<file path="config.mk">
export PLATFORM = sky130hd
export DESIGN_NAME = peripheral_io_port_bank
export DESIGN_NICKNAME = d
export VERILOG_FILES = /design/src/rtl/port_bank_pkg.sv /design/src/rtl/peripheral_io_port_bank.sv
export SDC_FILE = /design/constraint.sdc
export NUM_CORES = 1
export LEC_CHECK = 0
export ABC_AREA = 1
export BUFFER_PORTS_ARGS = -buffer_cell sky130_fd_sc_hd__buf_2
export CORE_AREA = 10 10 83 85
export CTS_CLUSTER_DIAMETER = 100
export DETAILED_ROUTE_END_ITERATION = 10
export DIE_AREA = 0 0 93 95
export HOLD_SLACK_MARGIN = 0.08
export MAX_ROUTING_LAYER = met4
export PLACE_DENSITY = 0.76
export SYNTH_ARGS = -nofsm -noshare
export SYNTH_HDL_FRONTEND = slang
export SYNTH_SLANG_ARGS = --single-unit
export TNS_END_PERCENT = 20
</file>
<file path="constraint.sdc">
create_clock -name clock_i -period 1.4 [get_ports clock_i]
set_input_delay 0.07 -clock clock_i [delete_from_list [all_inputs] [get_ports clock_i]]
set_output_delay 0.07 -clock clock_i [all_outputs]
set_load 0.01 [all_outputs]
</file>
<file path="src/rtl/port_bank_pkg.sv">
// shared constants and carrier types for the peripheral port bank
package port_bank_pkg;
  // register index width on the pointer bus
  localparam int IDX_W = 4;
  // pointer indices, second table (index 0 is table select)
  localparam logic [3:0] IDX_TABLE_SELECT = 4'h0;
  localparam logic [3:0] IDX_PROG_ONE = 4'h1;
  localparam logic [3:0] IDX_PROG_TWO = 4'h2;
  localparam logic [3:0] IDX_FIX_C = 4'h3;
  localparam logic [3:0] IDX_FIX_D = 4'h4;
  localparam logic [3:0] IDX_FIX_E = 4'h5;
  localparam logic [3:0] IDX_FIX_F = 4'h6;
  localparam logic [3:0] IDX_FIX_G = 4'h7;
  localparam logic [3:0] IDX_FIX_H = 4'h8;
  localparam logic [3:0] IDX_ANALOG = 4'h9;
  localparam logic [3:0] IDX_CONVERTER = 4'hA;
  localparam logic [3:0] IDX_INTERRUPT = 4'hB;
  localparam logic [3:0] IDX_SERIAL = 4'hC;
  localparam logic [3:0] IDX_DIRECTION = 4'hD;
  // table select values
  localparam logic TABLE_FIRST = 1'b0;
  localparam logic TABLE_SECOND = 1'b1;
  // field positions
  localparam int DIR_PROG_ONE_BIT = 0;
  localparam int DIR_PROG_TWO_BIT = 1;
  localparam int EDGE_FLAG_BIT = 2;
  localparam int EDGE_LINE_BIT = 1;
  // reset values
  localparam logic [3:0] RST_DATA = 4'h0;
  localparam logic [1:0] RST_DIRECTION = 2'h0;
  localparam logic RST_TABLE = 1'b0;
  // port widths
  localparam int W_PROG = 4;
  localparam int W_C = 2;
  localparam int W_D = 4;
  localparam int W_E = 4;
  localparam int W_F = 3;
  localparam int W_G = 2;
  localparam int W_H = 2;
  localparam int W_ANALOG = 4;
  localparam int W_CONV = 2;
  localparam int W_INTR = 2;
  localparam int W_SERIAL = 2;

  // register access request from the core
  typedef struct packed {
    logic wr;
    logic rd;
    logic [3:0] idx;
    logic [3:0] wdata;
  } reg_req_t;
endpackage

</file>
<file path="src/rtl/peripheral_io_port_bank.sv">
// parallel port bank behind the core's indexed peripheral registers
// pointer index 0: table select, answers in both tables
// indices 1 to D: port registers, second table only
// first-table registers belong to another block
// reads registered: rdata_o holds until the next read
// pin drives follow their registers one clock later
// open-drain enable high on lines the bank pulls low
// programmable port pulls its zero bits while set as output
// build-time port directions are masks, 1 = output
// seventh port line 1 feeds a sticky edge flag in bit 2
`timescale 1ns/1ps
module peripheral_io_port_bank #(
  // build-time direction masks of the fixed ports
  parameter logic [1:0] C_OUT_MASK = 2'b11, // 1 = output bit
  parameter logic [3:0] D_OUT_MASK = 4'hF,
  parameter logic [3:0] E_OUT_MASK = 4'hF,
  parameter logic [2:0] F_OUT_MASK = 3'h7,
  parameter logic [1:0] G_OUT_MASK = 2'h3,
  parameter logic [1:0] H_OUT_MASK = 2'h0,
  // serial line 1 direction and edge polarity, build time
  parameter logic SERIAL_LINE1_OUT = 1'b0, // serial line 1 direction
  parameter logic EDGE_RISING = 1'b1 // edge detector polarity
) (
  // clock, reset and register access
  input wire logic clock_i, // core clock
  input wire logic arst_n_i, // async reset, low
  input wire port_bank_pkg::reg_req_t req_i, // core register access
  output logic [3:0] rdata_o, // read data, one cycle after rd
  output logic table_sel_o, // selected table
  // programmable open-drain ports
  input wire logic [3:0] prog_one_i, // port one pin levels
  output logic [3:0] prog_one_o, // port one drive value (low pulls)
  output logic [3:0] prog_one_oe_o, // port one open-drain enable
  input wire logic [3:0] prog_two_i, // port two pin levels
  output logic [3:0] prog_two_o, // port two drive value
  output logic [3:0] prog_two_oe_o, // port two open-drain enable
  // build-time direction ports
  input wire logic [1:0] fix_c_i, // third port pins
  output logic [1:0] fix_c_o, // third port drive
  input wire logic [3:0] fix_d_i, // fourth port pins
  output logic [3:0] fix_d_o, // fourth port drive
  input wire logic [3:0] fix_e_i, // fifth port pins
  output logic [3:0] fix_e_o, // fifth port drive
  input wire logic [2:0] fix_f_i, // sixth port pins
  output logic [2:0] fix_f_o, // sixth port drive
  input wire logic [1:0] fix_g_i, // second-table port g pins
  output logic [1:0] fix_g_o, // port g drive
  input wire logic [1:0] seventh_port_i, // seventh port pins
  output logic [1:0] seventh_port_o, // seventh port drive
  // input-only shared ports
  input wire logic [3:0] analog_input_i, // shared analog pins
  input wire logic [1:0] converter_pins_i, // reference, clock pin
  input wire logic [1:0] interrupt_pins_i, // interrupt, counter pin
  // serial shared port
  input wire logic serial_in_out_pin_i, // serial line 1 level
  output logic serial_out_pin_o, // serial line 0 drive
  output logic serial_in_out_pin_o // serial line 1 drive
);
  // decoded strobes
  // second table open: port registers visible
  wire logic sel_second = table_sel_o == port_bank_pkg::TABLE_SECOND;
  // any write from the core
  wire logic wr_any = req_i.wr;
  // table select writable from either table
  wire logic wr_table = wr_any &&
    req_i.idx == port_bank_pkg::IDX_TABLE_SELECT;
  // port writes need the second table
  wire logic wr_two = wr_any && sel_second;
  // one write strobe per writable register index; the input-only indices 9 to B have none
  wire logic wr_one_s = wr_two && req_i.idx == port_bank_pkg::IDX_PROG_ONE;
  wire logic wr_two_s = wr_two && req_i.idx == port_bank_pkg::IDX_PROG_TWO;
  wire logic wr_c = wr_two && req_i.idx == port_bank_pkg::IDX_FIX_C;
  wire logic wr_d = wr_two && req_i.idx == port_bank_pkg::IDX_FIX_D;
  wire logic wr_e = wr_two && req_i.idx == port_bank_pkg::IDX_FIX_E;
  wire logic wr_f = wr_two && req_i.idx == port_bank_pkg::IDX_FIX_F;
  wire logic wr_g = wr_two && req_i.idx == port_bank_pkg::IDX_FIX_G;
  wire logic wr_h = wr_two && req_i.idx == port_bank_pkg::IDX_FIX_H;
  wire logic wr_ser = wr_two && req_i.idx == port_bank_pkg::IDX_SERIAL;
  wire logic wr_dir = wr_two && req_i.idx == port_bank_pkg::IDX_DIRECTION;

  // stored registers
  // programmable port output data
  logic [3:0] one_reg; // port one data
  logic [3:0] two_reg; // port two data
  // build-time port latches at their port widths
  logic [1:0] c_reg;
  logic [3:0] d_reg;
  logic [3:0] e_reg;
  logic [2:0] f_reg;
  logic [1:0] g_reg;
  logic [1:0] h_reg; // seventh port latch
  logic [1:0] ser_reg; // serial port latch
  // direction control, one bit per programmable port
  logic [1:0] dir_reg; // direction bits
  // edge detector state
  logic edge_flag_reg; // sticky edge bit
  logic edge_prev_reg; // previous seventh line 1 level
  logic edge_arm_reg; // high from the first clock after reset

  // direction controls
  // a port drives only while its bit is set
  wire logic one_out = dir_reg[port_bank_pkg::DIR_PROG_ONE_BIT];
  wire logic two_out = dir_reg[port_bank_pkg::DIR_PROG_TWO_BIT];

  // edge detect on seventh port line 1 when input
  // pin level under watch
  wire logic line1 = seventh_port_i[port_bank_pkg::EDGE_LINE_BIT];
  // detector works only where the line is built as an input
  wire logic line1_in = !H_OUT_MASK[port_bank_pkg::EDGE_LINE_BIT];
  // no edge taken on the first clock after reset: a pin idling
  // at the active level would otherwise raise a false flag
  wire logic edge_seen = edge_arm_reg && line1_in && (EDGE_RISING ?
    (line1 && !edge_prev_reg) : (!line1 && edge_prev_reg));

  // live-read data: inputs from pins; outputs from register on programmable ports, zero elsewhere
  // programmable ports: stored data while output, pins while input
  wire logic [3:0] rd_one = one_out ? one_reg : prog_one_i;
  wire logic [3:0] rd_two = two_out ? two_reg : prog_two_i;
  // build-time ports: output bits read zero, inputs read pins
  wire logic [3:0] rd_c = {2'h0, fix_c_i & ~C_OUT_MASK};
  wire logic [3:0] rd_d = fix_d_i & ~D_OUT_MASK;
  wire logic [3:0] rd_e = fix_e_i & ~E_OUT_MASK;
  // narrow ports padded with zeros above
  wire logic [3:0] rd_f = {1'b0, fix_f_i & ~F_OUT_MASK};
  wire logic [3:0] rd_g = {2'h0, fix_g_i & ~G_OUT_MASK};
  // seventh port: sticky flag above the two pins
  wire logic [3:0] rd_h = {1'b0, edge_flag_reg,
    seventh_port_i & ~H_OUT_MASK};
  // serial port: line 0 always output, line 1 as built
  wire logic [1:0] ser_in_mask = {~SERIAL_LINE1_OUT, 1'b0};
  wire logic [3:0] rd_ser = {2'h0, {serial_in_out_pin_i, 1'b0}
    & ser_in_mask};

  // read mux by pointer and table
  // decoded every cycle; rdata_o samples it on a read
  logic [3:0] rd_mux;
  always_comb begin
    rd_mux = 4'h0; // unmapped reads zero
    if (req_i.idx == port_bank_pkg::IDX_TABLE_SELECT) begin
      // table select answers in both tables
      rd_mux = {3'h0, table_sel_o};
    end else if (sel_second) begin
      // port registers answer only in the second table
      case (req_i.idx)
        port_bank_pkg::IDX_PROG_ONE: rd_mux = rd_one;
        port_bank_pkg::IDX_PROG_TWO: rd_mux = rd_two;
        port_bank_pkg::IDX_FIX_C: rd_mux = rd_c;
        port_bank_pkg::IDX_FIX_D: rd_mux = rd_d;
        port_bank_pkg::IDX_FIX_E: rd_mux = rd_e;
        port_bank_pkg::IDX_FIX_F: rd_mux = rd_f;
        port_bank_pkg::IDX_FIX_G: rd_mux = rd_g;
        port_bank_pkg::IDX_FIX_H: rd_mux = rd_h;
        // input-only shared ports read the live pins
        port_bank_pkg::IDX_ANALOG: rd_mux = analog_input_i;
        port_bank_pkg::IDX_CONVERTER:
          rd_mux = {2'h0, converter_pins_i};
        port_bank_pkg::IDX_INTERRUPT:
          rd_mux = {2'h0, interrupt_pins_i};
        port_bank_pkg::IDX_SERIAL: rd_mux = rd_ser;
        // direction control, upper bits zero
        port_bank_pkg::IDX_DIRECTION: rd_mux = {2'h0, dir_reg};
        // indices E and F are unused
        default: rd_mux = 4'h0;
      endcase
    end
  end

  // table select and direction control
  // plain write-and-hold registers
  always_ff @(posedge clock_i or negedge arst_n_i) begin
    if (!arst_n_i) begin
      table_sel_o <= port_bank_pkg::RST_TABLE;
      dir_reg <= port_bank_pkg::RST_DIRECTION;
    end else begin
      // table select taken in either table
      if (wr_table) table_sel_o <= req_i.wdata[0];
      // only two direction bits exist; the rest are dropped
      if (wr_dir) dir_reg <= req_i.wdata[1:0];
    end
  end

  // programmable port data, written in any direction
  // the stored value reaches the pins once a port is an output
  always_ff @(posedge clock_i or negedge arst_n_i) begin
    if (!arst_n_i) begin
      one_reg <= port_bank_pkg::RST_DATA;
      two_reg <= port_bank_pkg::RST_DATA;
    end else begin
      if (wr_one_s) one_reg <= req_i.wdata;
      if (wr_two_s) two_reg <= req_i.wdata;
    end
  end

  // fixed port data latches, only output bits kept; the serial latch keeps both bits
  // input bits are masked so they can never drive
  always_ff @(posedge clock_i or negedge arst_n_i) begin
    if (!arst_n_i) begin
      c_reg <= 2'h0;
      d_reg <= port_bank_pkg::RST_DATA;
      e_reg <= port_bank_pkg::RST_DATA;
      f_reg <= 3'h0;
      g_reg <= 2'h0;
      h_reg <= 2'h0;
      ser_reg <= 2'h0;
    end else begin
      if (wr_c) c_reg <= req_i.wdata[1:0] & C_OUT_MASK;
      if (wr_d) d_reg <= req_i.wdata & D_OUT_MASK;
      if (wr_e) e_reg <= req_i.wdata & E_OUT_MASK;
      if (wr_f) f_reg <= req_i.wdata[2:0] & F_OUT_MASK;
      if (wr_g) g_reg <= req_i.wdata[1:0] & G_OUT_MASK;
      if (wr_h) h_reg <= req_i.wdata[1:0] & H_OUT_MASK;
      if (wr_ser) ser_reg <= req_i.wdata[1:0];
    end
  end

  // sticky edge flag: set wins over the clearing write
  // a write to the seventh port register is the only clear
  always_ff @(posedge clock_i or negedge arst_n_i) begin
    if (!arst_n_i) begin
      edge_flag_reg <= 1'b0; // flag clear
      edge_prev_reg <= 1'b0; // history not yet valid
      edge_arm_reg <= 1'b0; // detector held off
    end else begin
      edge_arm_reg <= 1'b1; // history valid from here on
      edge_prev_reg <= line1;
      if (edge_seen) edge_flag_reg <= 1'b1;
      else if (wr_h) edge_flag_reg <= 1'b0;
    end
  end

  // registered read data, held between reads
  always_ff @(posedge clock_i or negedge arst_n_i) begin
    if (!arst_n_i) begin
      rdata_o <= 4'h0; // nothing read yet
    end else begin
      rdata_o <= req_i.rd ? rd_mux : rdata_o;
    end
  end

  // programmable port drives; a line is pulled only for a zero
  always_ff @(posedge clock_i or negedge arst_n_i) begin
    if (!arst_n_i) begin
      prog_one_o <= 4'h0;
      prog_one_oe_o <= 4'h0; // released while inputs
      prog_two_o <= 4'h0;
      prog_two_oe_o <= 4'h0; // released while inputs
    end else begin
      prog_one_o <= one_reg;
      // enables: pull the zero bits of an output port
      prog_one_oe_o <= {4{one_out}} & ~one_reg;
      prog_two_o <= two_reg;
      prog_two_oe_o <= {4{two_out}} & ~two_reg;
    end
  end

  // build-time port and serial port drives
  always_ff @(posedge clock_i or negedge arst_n_i) begin
    if (!arst_n_i) begin
      fix_c_o <= 2'h0;
      fix_d_o <= 4'h0;
      fix_e_o <= 4'h0;
      fix_f_o <= 3'h0;
      fix_g_o <= 2'h0;
      seventh_port_o <= 2'h0;
      serial_out_pin_o <= 1'b0;
      serial_in_out_pin_o <= 1'b0;
    end else begin
      // build-time ports drive their masked latches
      fix_c_o <= c_reg;
      fix_d_o <= d_reg;
      fix_e_o <= e_reg;
      fix_f_o <= f_reg;
      fix_g_o <= g_reg;
      seventh_port_o <= h_reg;
      // serial line 1 drives only when built as output
      serial_out_pin_o <= ser_reg[0];
      serial_in_out_pin_o <= ser_reg[1] & SERIAL_LINE1_OUT;
    end
  end

  // line budget of the bank, all on the ports above
  //   general lines 4 + 4 + 2 + 4 + 4 + 3 + 2 + 2 = 25
  //   dual-function lines 4 analog, 2 converter, 2 interrupt,
  //   2 serial = 10
endmodule

</file>
**Word-level counts from Yosys, hierarchy flattened**

Cells that the tools add are included.

- Memory bits (writable): 0
- Input bits: 46
- Memories: 0
- Flip-flop bits (word level): 66
- Bits in read-only memories: 0
- Bits in latches: 0
- Output and inout port bits: 40

- Mux-type cells: 7
- Bitwise gates (word level): 4
- Shift operators: 0
- Magnitude comparators: 0
- Eq/ne operators: 13
- Reduce and logical (&&, ||, !) cells: 17
- $add $sub $neg: 0
- $mul: 0
- Div/mod/pow operators: 0

Operator list:

| cell | number |
|---|---|
| $pmux 4 s8 | 1 |
| $eq 4x4->1 const B | 6 |
| $eq 4x3->1 const B | 4 |
| $mux 4 | 4 |
| $logic_and 1x1->1 | 14 |
| $and 4x4->4 | 2 |
| $eq 4x2->1 const B | 2 |
| $not 4->4 | 2 |
| $eq 4x1->1 const B | 1 |
| $logic_not 4->1 | 1 |
| $mux 1 | 2 |
| $reduce_bool 2->1 | 1 |
| $logic_not 1->1 | 1 |

**Depth between registers and ports, before layout**

- Word-level depth: 4
- Gate-level depth with buffers: 10
- Gate-level depth less buffers: 9

**Least setup slack after synthesis**

Ideal clock, no wire load.

- Path kind: register to register
- From: reg dir_reg[0]
- To: reg rdata_o[2]
- Stages on the path, launching flop included: 8
- Arrival: 1.013 ns
- Slack: 0.271 ns
- Period minus slack after synthesis: 1.129 ns
- Path buffers: 1
- Library setup time: 0.116 ns
- Cell sequence: dfrtp_1 buf_4 inv_1 or2_2 o211ai_1 nand3b_1 nand2_1 nand2_1

- Longest elaborated chain between the ends: 4

Ends and longest elaborated chain:

| what | line | source |
|---|---|---|
| start, declared | peripheral_io_port_bank.sv:94 | `logic [1:0] dir_reg;` |
| start signal, assigned | peripheral_io_port_bank.sv:173 | `dir_reg <= port_bank_pkg::RST_DIRECTION;` |
| start signal, assigned | peripheral_io_port_bank.sv:178 | `if (wr_dir) dir_reg <= req_i.wdata[1:0];` |
| $mux 4 | peripheral_io_port_bank.sv:117 | `wire logic [3:0] rd_one = one_out ? one_reg : prog_one_i;` |
| $pmux 4 s8 | peripheral_io_port_bank.sv:144 | `case (req_i.idx)` |
| $mux 4 | peripheral_io_port_bank.sv:142 | `end else if (sel_second) begin` |
| $mux 4 | peripheral_io_port_bank.sv:139 | `if (req_i.idx == port_bank_pkg::IDX_TABLE_SELECT) begin` |
| end signal, assigned | peripheral_io_port_bank.sv:236 | `rdata_o <= req_i.rd ? rd_mux : rdata_o;` |
| end, declared | peripheral_io_port_bank.sv:28 | `output logic [3:0] rdata_o,` |

No other way between the ends.
A chain may end at the register's enable or synchronous reset.

**Worst setup path after layout**

- From: reg table_sel_o
- To: reg d_reg[1]

- Longest elaborated chain between the ends: 2

Ends and longest elaborated chain:

| what | line | source |
|---|---|---|
| start, declared | peripheral_io_port_bank.sv:29 | `output logic table_sel_o,` |
| start signal, assigned | peripheral_io_port_bank.sv:172 | `table_sel_o <= port_bank_pkg::RST_TABLE;` |
| start signal, assigned | peripheral_io_port_bank.sv:176 | `if (wr_table) table_sel_o <= req_i.wdata[0];` |
| $logic_and 1x1->1 | peripheral_io_port_bank.sv:68 | `wire logic wr_two = wr_any && sel_second;` |
| $logic_and 1x1->1 | peripheral_io_port_bank.sv:73 | `wire logic wr_d = wr_two && req_i.idx == port_bank_pkg::IDX_FIX_D;` |
| end signal, assigned | peripheral_io_port_bank.sv:199 | `d_reg <= port_bank_pkg::RST_DATA;` |
| end signal, assigned | peripheral_io_port_bank.sv:207 | `if (wr_d) d_reg <= req_i.wdata & D_OUT_MASK;` |
| end, declared | peripheral_io_port_bank.sv:87 | `logic [3:0] d_reg;` |

No other way between the ends.

==> metrics.txt <==
# TYPE chip_impl_metric gauge
chip_impl_metric{name="post_cts_buffers",unit=""} 0
chip_impl_metric{name="cap_viol_max_count",unit=""} 0
chip_impl_metric{name="grt_first_pass_wirelength",unit="um"} 9470
chip_impl_metric{name="final.period_utilization",unit=""} 0.893
chip_impl_metric{name="totalNegativeSetupSlack",unit="ns"} 0
chip_impl_metric{name="finalPower",unit="uW"} 4770
chip_impl_metric{name="post_syn_instances",unit=""} 249
chip_impl_metric{name="hold_viol_final",unit=""} 0
chip_impl_metric{name="layout.cells.non_filler",unit=""} 412
chip_impl_metric{name="drc_errors",unit=""} 0
chip_impl_info{name="yosys.cell_count.top_type",value="sky130_fd_sc_hd__nand2_1"} 1
chip_impl_metric{name="synthesis.area",unit="um^2"} 2480
chip_impl_metric{name="slack_of_the_worst_reg_to_reg_path",unit="ns"} 0.15
chip_impl_metric{name="routed-via-count",unit=""} 1897
chip_impl_metric{name="ys_seq_elements",unit=""} 66
chip_impl_metric{name="grt_start_max_net_pins",unit=""} 25
chip_impl_metric{name="timing.critical_path.required",unit="ns"} 1.61
chip_impl_metric{name="std_cell_rows",unit=""} 27
chip_impl_metric{name="synth_warnings",unit=""} 0
chip_impl_metric{name="totalWireLength",unit="um"} 5630
chip_impl_info{name="timing.hold.worst.class",value="in2reg"} 1
chip_impl_metric{name="timing.critical_path.fanout_max",unit=""} 8
chip_impl_info{name="crit_type",value="reg2reg"} 1
chip_impl_metric{name="die_width",unit="um"} 93
chip_impl_metric{name="irDropWorstVdd",unit="V"} 0.000900
chip_impl_info{name="crit_path_end_kind",value="flip-flop"} 1
chip_impl_metric{name="gr-usage-all-layers",unit=""} 0.143
chip_impl_metric{name="power_per_cell_area",unit="nW/um^2"} 1480
chip_impl_metric{name="detail_route.first_pass.iterations",unit=""} 4
chip_impl_metric{name="dpl.cell_count",unit=""} 390
chip_impl_info{name="cts.root.buffer_cell",value="sky130_fd_sc_hd__clkbuf_8"} 1
chip_impl_metric{name="wire_per_inst",unit="um"} 13.7
chip_impl_info{name="cp-start-kind",value="flip-flop"} 1
chip_impl_metric{name="port_buffers",unit=""} 67
chip_impl_metric{name="cts_made_buffers",unit=""} 9
chip_impl_metric{name="clk_pin_slew",unit="ns"} 0.07
chip_impl_metric{name="numClockSinks",unit=""} 66
chip_impl_metric{name="grt_antenna_before_repair",unit=""} 0
chip_impl_metric{name="antenna_violating_nets_post_route",unit=""} 0
chip_impl_metric{name="floorplan.die_area",unit="um^2"} 8840
chip_impl_metric{name="syn_avg_cell_area",unit="um^2"} 9.96
chip_impl_metric{name="power.static_leakage",unit="uW"} 0.00181
chip_impl_metric{name="antenna-diode-count",unit=""} 0
chip_impl_metric{name="final_max_slew_viol_count",unit=""} 0
chip_impl_metric{name="final_design_area_no_fill",unit="um^2"} 3230
chip_impl_metric{name="grt_pass1_vias",unit=""} 2038
chip_impl_metric{name="htree_levels",unit=""} 3
chip_impl_metric{name="fin_skew",unit="ns"} 0.00836
chip_impl_metric{name="maximum_number_of_buffers_from_clock_root_to_sink",unit=""} 2
chip_impl_metric{name="die_height",unit="um"} 95
chip_impl_metric{name="nets",unit=""} 382
chip_impl_info{name="library_cell_with_the_largest_summed_area_after_synthesis",value="sky130_fd_sc_hd__dfrtp_1"} 1
chip_impl_metric{name="n_fill_cell",unit=""} 472
chip_impl_metric{name="worst_hold_slack",unit="ns"} 0.0961
chip_impl_metric{name="worst_skew_pair_later_pin_latency",unit="ns"} 0.33
chip_impl_metric{name="finalWeightedCongestion",unit=""} 0.871
chip_impl_metric{name="netlist-cell-type-count",unit=""} 22
chip_impl_metric{name="yosysTopAreaCellShare",unit=""} 0.666
chip_impl_info{name="outcome",value="completed"} 1
chip_impl_metric{name="finalWorstPathRequiredPeriod",unit="ns"} 1.25
chip_impl_metric{name="area_delta_synth_final",unit="%"} 30.1
chip_impl_info{name="rsz0062_at_grt",value="false"} 1
chip_impl_info{name="synth_area_leaders",value="sky130_fd_sc_hd__dfrtp_1 67%, sky130_fd_sc_hd__nand2_1 12%, sky130_fd_sc_hd__o21ai_0 3.2%"} 1
chip_impl_info{name="clock_tree_from_tritoncts",value="built"} 1
chip_impl_metric{name="post_synth_edffs",unit=""} 0
chip_impl_metric{name="hpwlAfterDp",unit="um"} 4390
chip_impl_metric{name="crit_arrival",unit="ns"} 1.46
chip_impl_metric{name="post_drt_via_cell_ratio",unit=""} 4.60
chip_impl_metric{name="placed_cell_area",unit="um^2"} 2940
chip_impl_metric{name="drt_iter0_drc",unit=""} 87
chip_impl_metric{name="boundaryPins",unit=""} 86
chip_impl_metric{name="synthArstFlopShare",unit=""} 1.00
chip_impl_metric{name="fmax",unit="GHz"} 0.800
chip_impl_metric{name="core_area",unit="um^2"} 5340
chip_impl_info{name="synth_commonest_cells",value="79 x sky130_fd_sc_hd__nand2_1, 66 x sky130_fd_sc_hd__dfrtp_1, 18 x sky130_fd_sc_hd__inv_1, 18 x sky130_fd_sc_hd__nor2_1, 16 x sky130_fd_sc_hd__o21ai_0"} 1
chip_impl_metric{name="finalSetupViolations",unit=""} 0
chip_impl_metric{name="grt-ovfl-total",unit=""} 0
chip_impl_metric{name="final_layout_size_suffix_gt1_frac",unit=""} 0.303
chip_impl_metric{name="floorplan.initialDensity",unit=""} 0.465
chip_impl_metric{name="seq_area_frac_synth",unit=""} 0.666
chip_impl_info{name="synth_top_flop_cell",value="sky130_fd_sc_hd__dfrtp_1"} 1
==> final timing paths <==
| kind | from | end | cells after the start |
|---|---|---|---|
| worst max-delay path | table_sel_o | d_reg[1] | 5 |
| worst min-delay path | prog_one_i[3] | rdata_o[3] | 5 |
| worst max register to register | table_sel_o | d_reg[1] | 5 |
| worst min register to register | d_reg[2] | fix_d_o[2] | 0 |
| max in group asynchronous | arst_n_i | prog_one_oe_o[0] | 3 |
| min in group asynchronous | arst_n_i | fix_g_o[1] | 2 |
==> cells by family after synthesis <==
| logic type | share of synthesized area |
|---|---|
| AOI/OAI and AO/OA | 0.0787 |
| buffers and inverters | 0.0484 |
| DFF | 0.666 |
| other | 0.00303 |
| and+or+nand+nor | 0.204 |
==> report_power, final <==
group	internal, uW	switching (uW)	leakage, uW
combinational	290	413	0.000816
clock	1040	689	0.000112
sequential	2210	133	0.000880
total	3540	1240	0.00181
==> area by class of cell <==
| cell class | count | area [um^2] | share of cell area |
|---|---|---|---|
| Sequential cell | 66 | 1650 | 0.512 |
| Multi-Input combinational cell | 157 | 716 | 0.222 |
| Timing Repair Buffer | 78 | 460 | 0.143 |
| Clock buffer | 10 | 138 | 0.0427 |
| Inverter | 24 | 90.1 | 0.0279 |
| Tap cell | 72 | 90.1 | 0.0279 |
| Clock inverter | 5 | 78.8 | 0.0244 |
==> what timing repair did <==
item / in CTS / in global routing
hold buffers: 7 / 0
gates resized for setup: 0 / 1
setup endpoints to repair: 0 / 1
endpoints found under the hold margin: 78 / 0
==> metal layers <==
layer,routed length [um],up-vias,global-route usage,share of wire
met2,2760,58,0.226,0.49
met1,2380,874,0.156,0.42
met5,0,-,-,0
met3,353,12,0.0484,0.063
met4,133,0,0.0784,0.024
li1,-,953,-,-
==> through the flow <==
step	setup WS [ns]	util
floorplan	0.271	-
global placement	0.213	0.550
detailed placement	0.171	0.550
CTS	0.155	0.604
global route	0.00512	0.604
finish	0.150	0.604
==> cells in the final DEF (no fill, tap or decap), drive strengths merged <==
| master | n |
|---|---|
| a21oi | 3 |
| a32o | 1 |
| buf | 71 |
| bufinv | 2 |
| clkbuf | 10 |
| clkinv | 3 |
| conb | 4 |
| dfrtp | 66 |
| dlygate4sd3 | 7 |
| inv | 24 |
| nand2 | 82 |
| nand3 | 8 |
| nand3b | 1 |
| nand4 | 1 |
| nor2 | 20 |
| nor3 | 1 |
| o211ai | 4 |
| o21ai | 28 |
| or2 | 4 |
==> worst max-delay path, cell delays in order, from the launching register on <==
cell                      delay, ns
sky130_fd_sc_hd__dfrtp_1       0.39
sky130_fd_sc_hd__nand2_1       0.12
sky130_fd_sc_hd__nor3_4        0.22
sky130_fd_sc_hd__nand3_2       0.22
sky130_fd_sc_hd__nand2_1       0.11
sky130_fd_sc_hd__o21ai_1       0.07
Note: power is estimated with default switching activity, not from simulation.
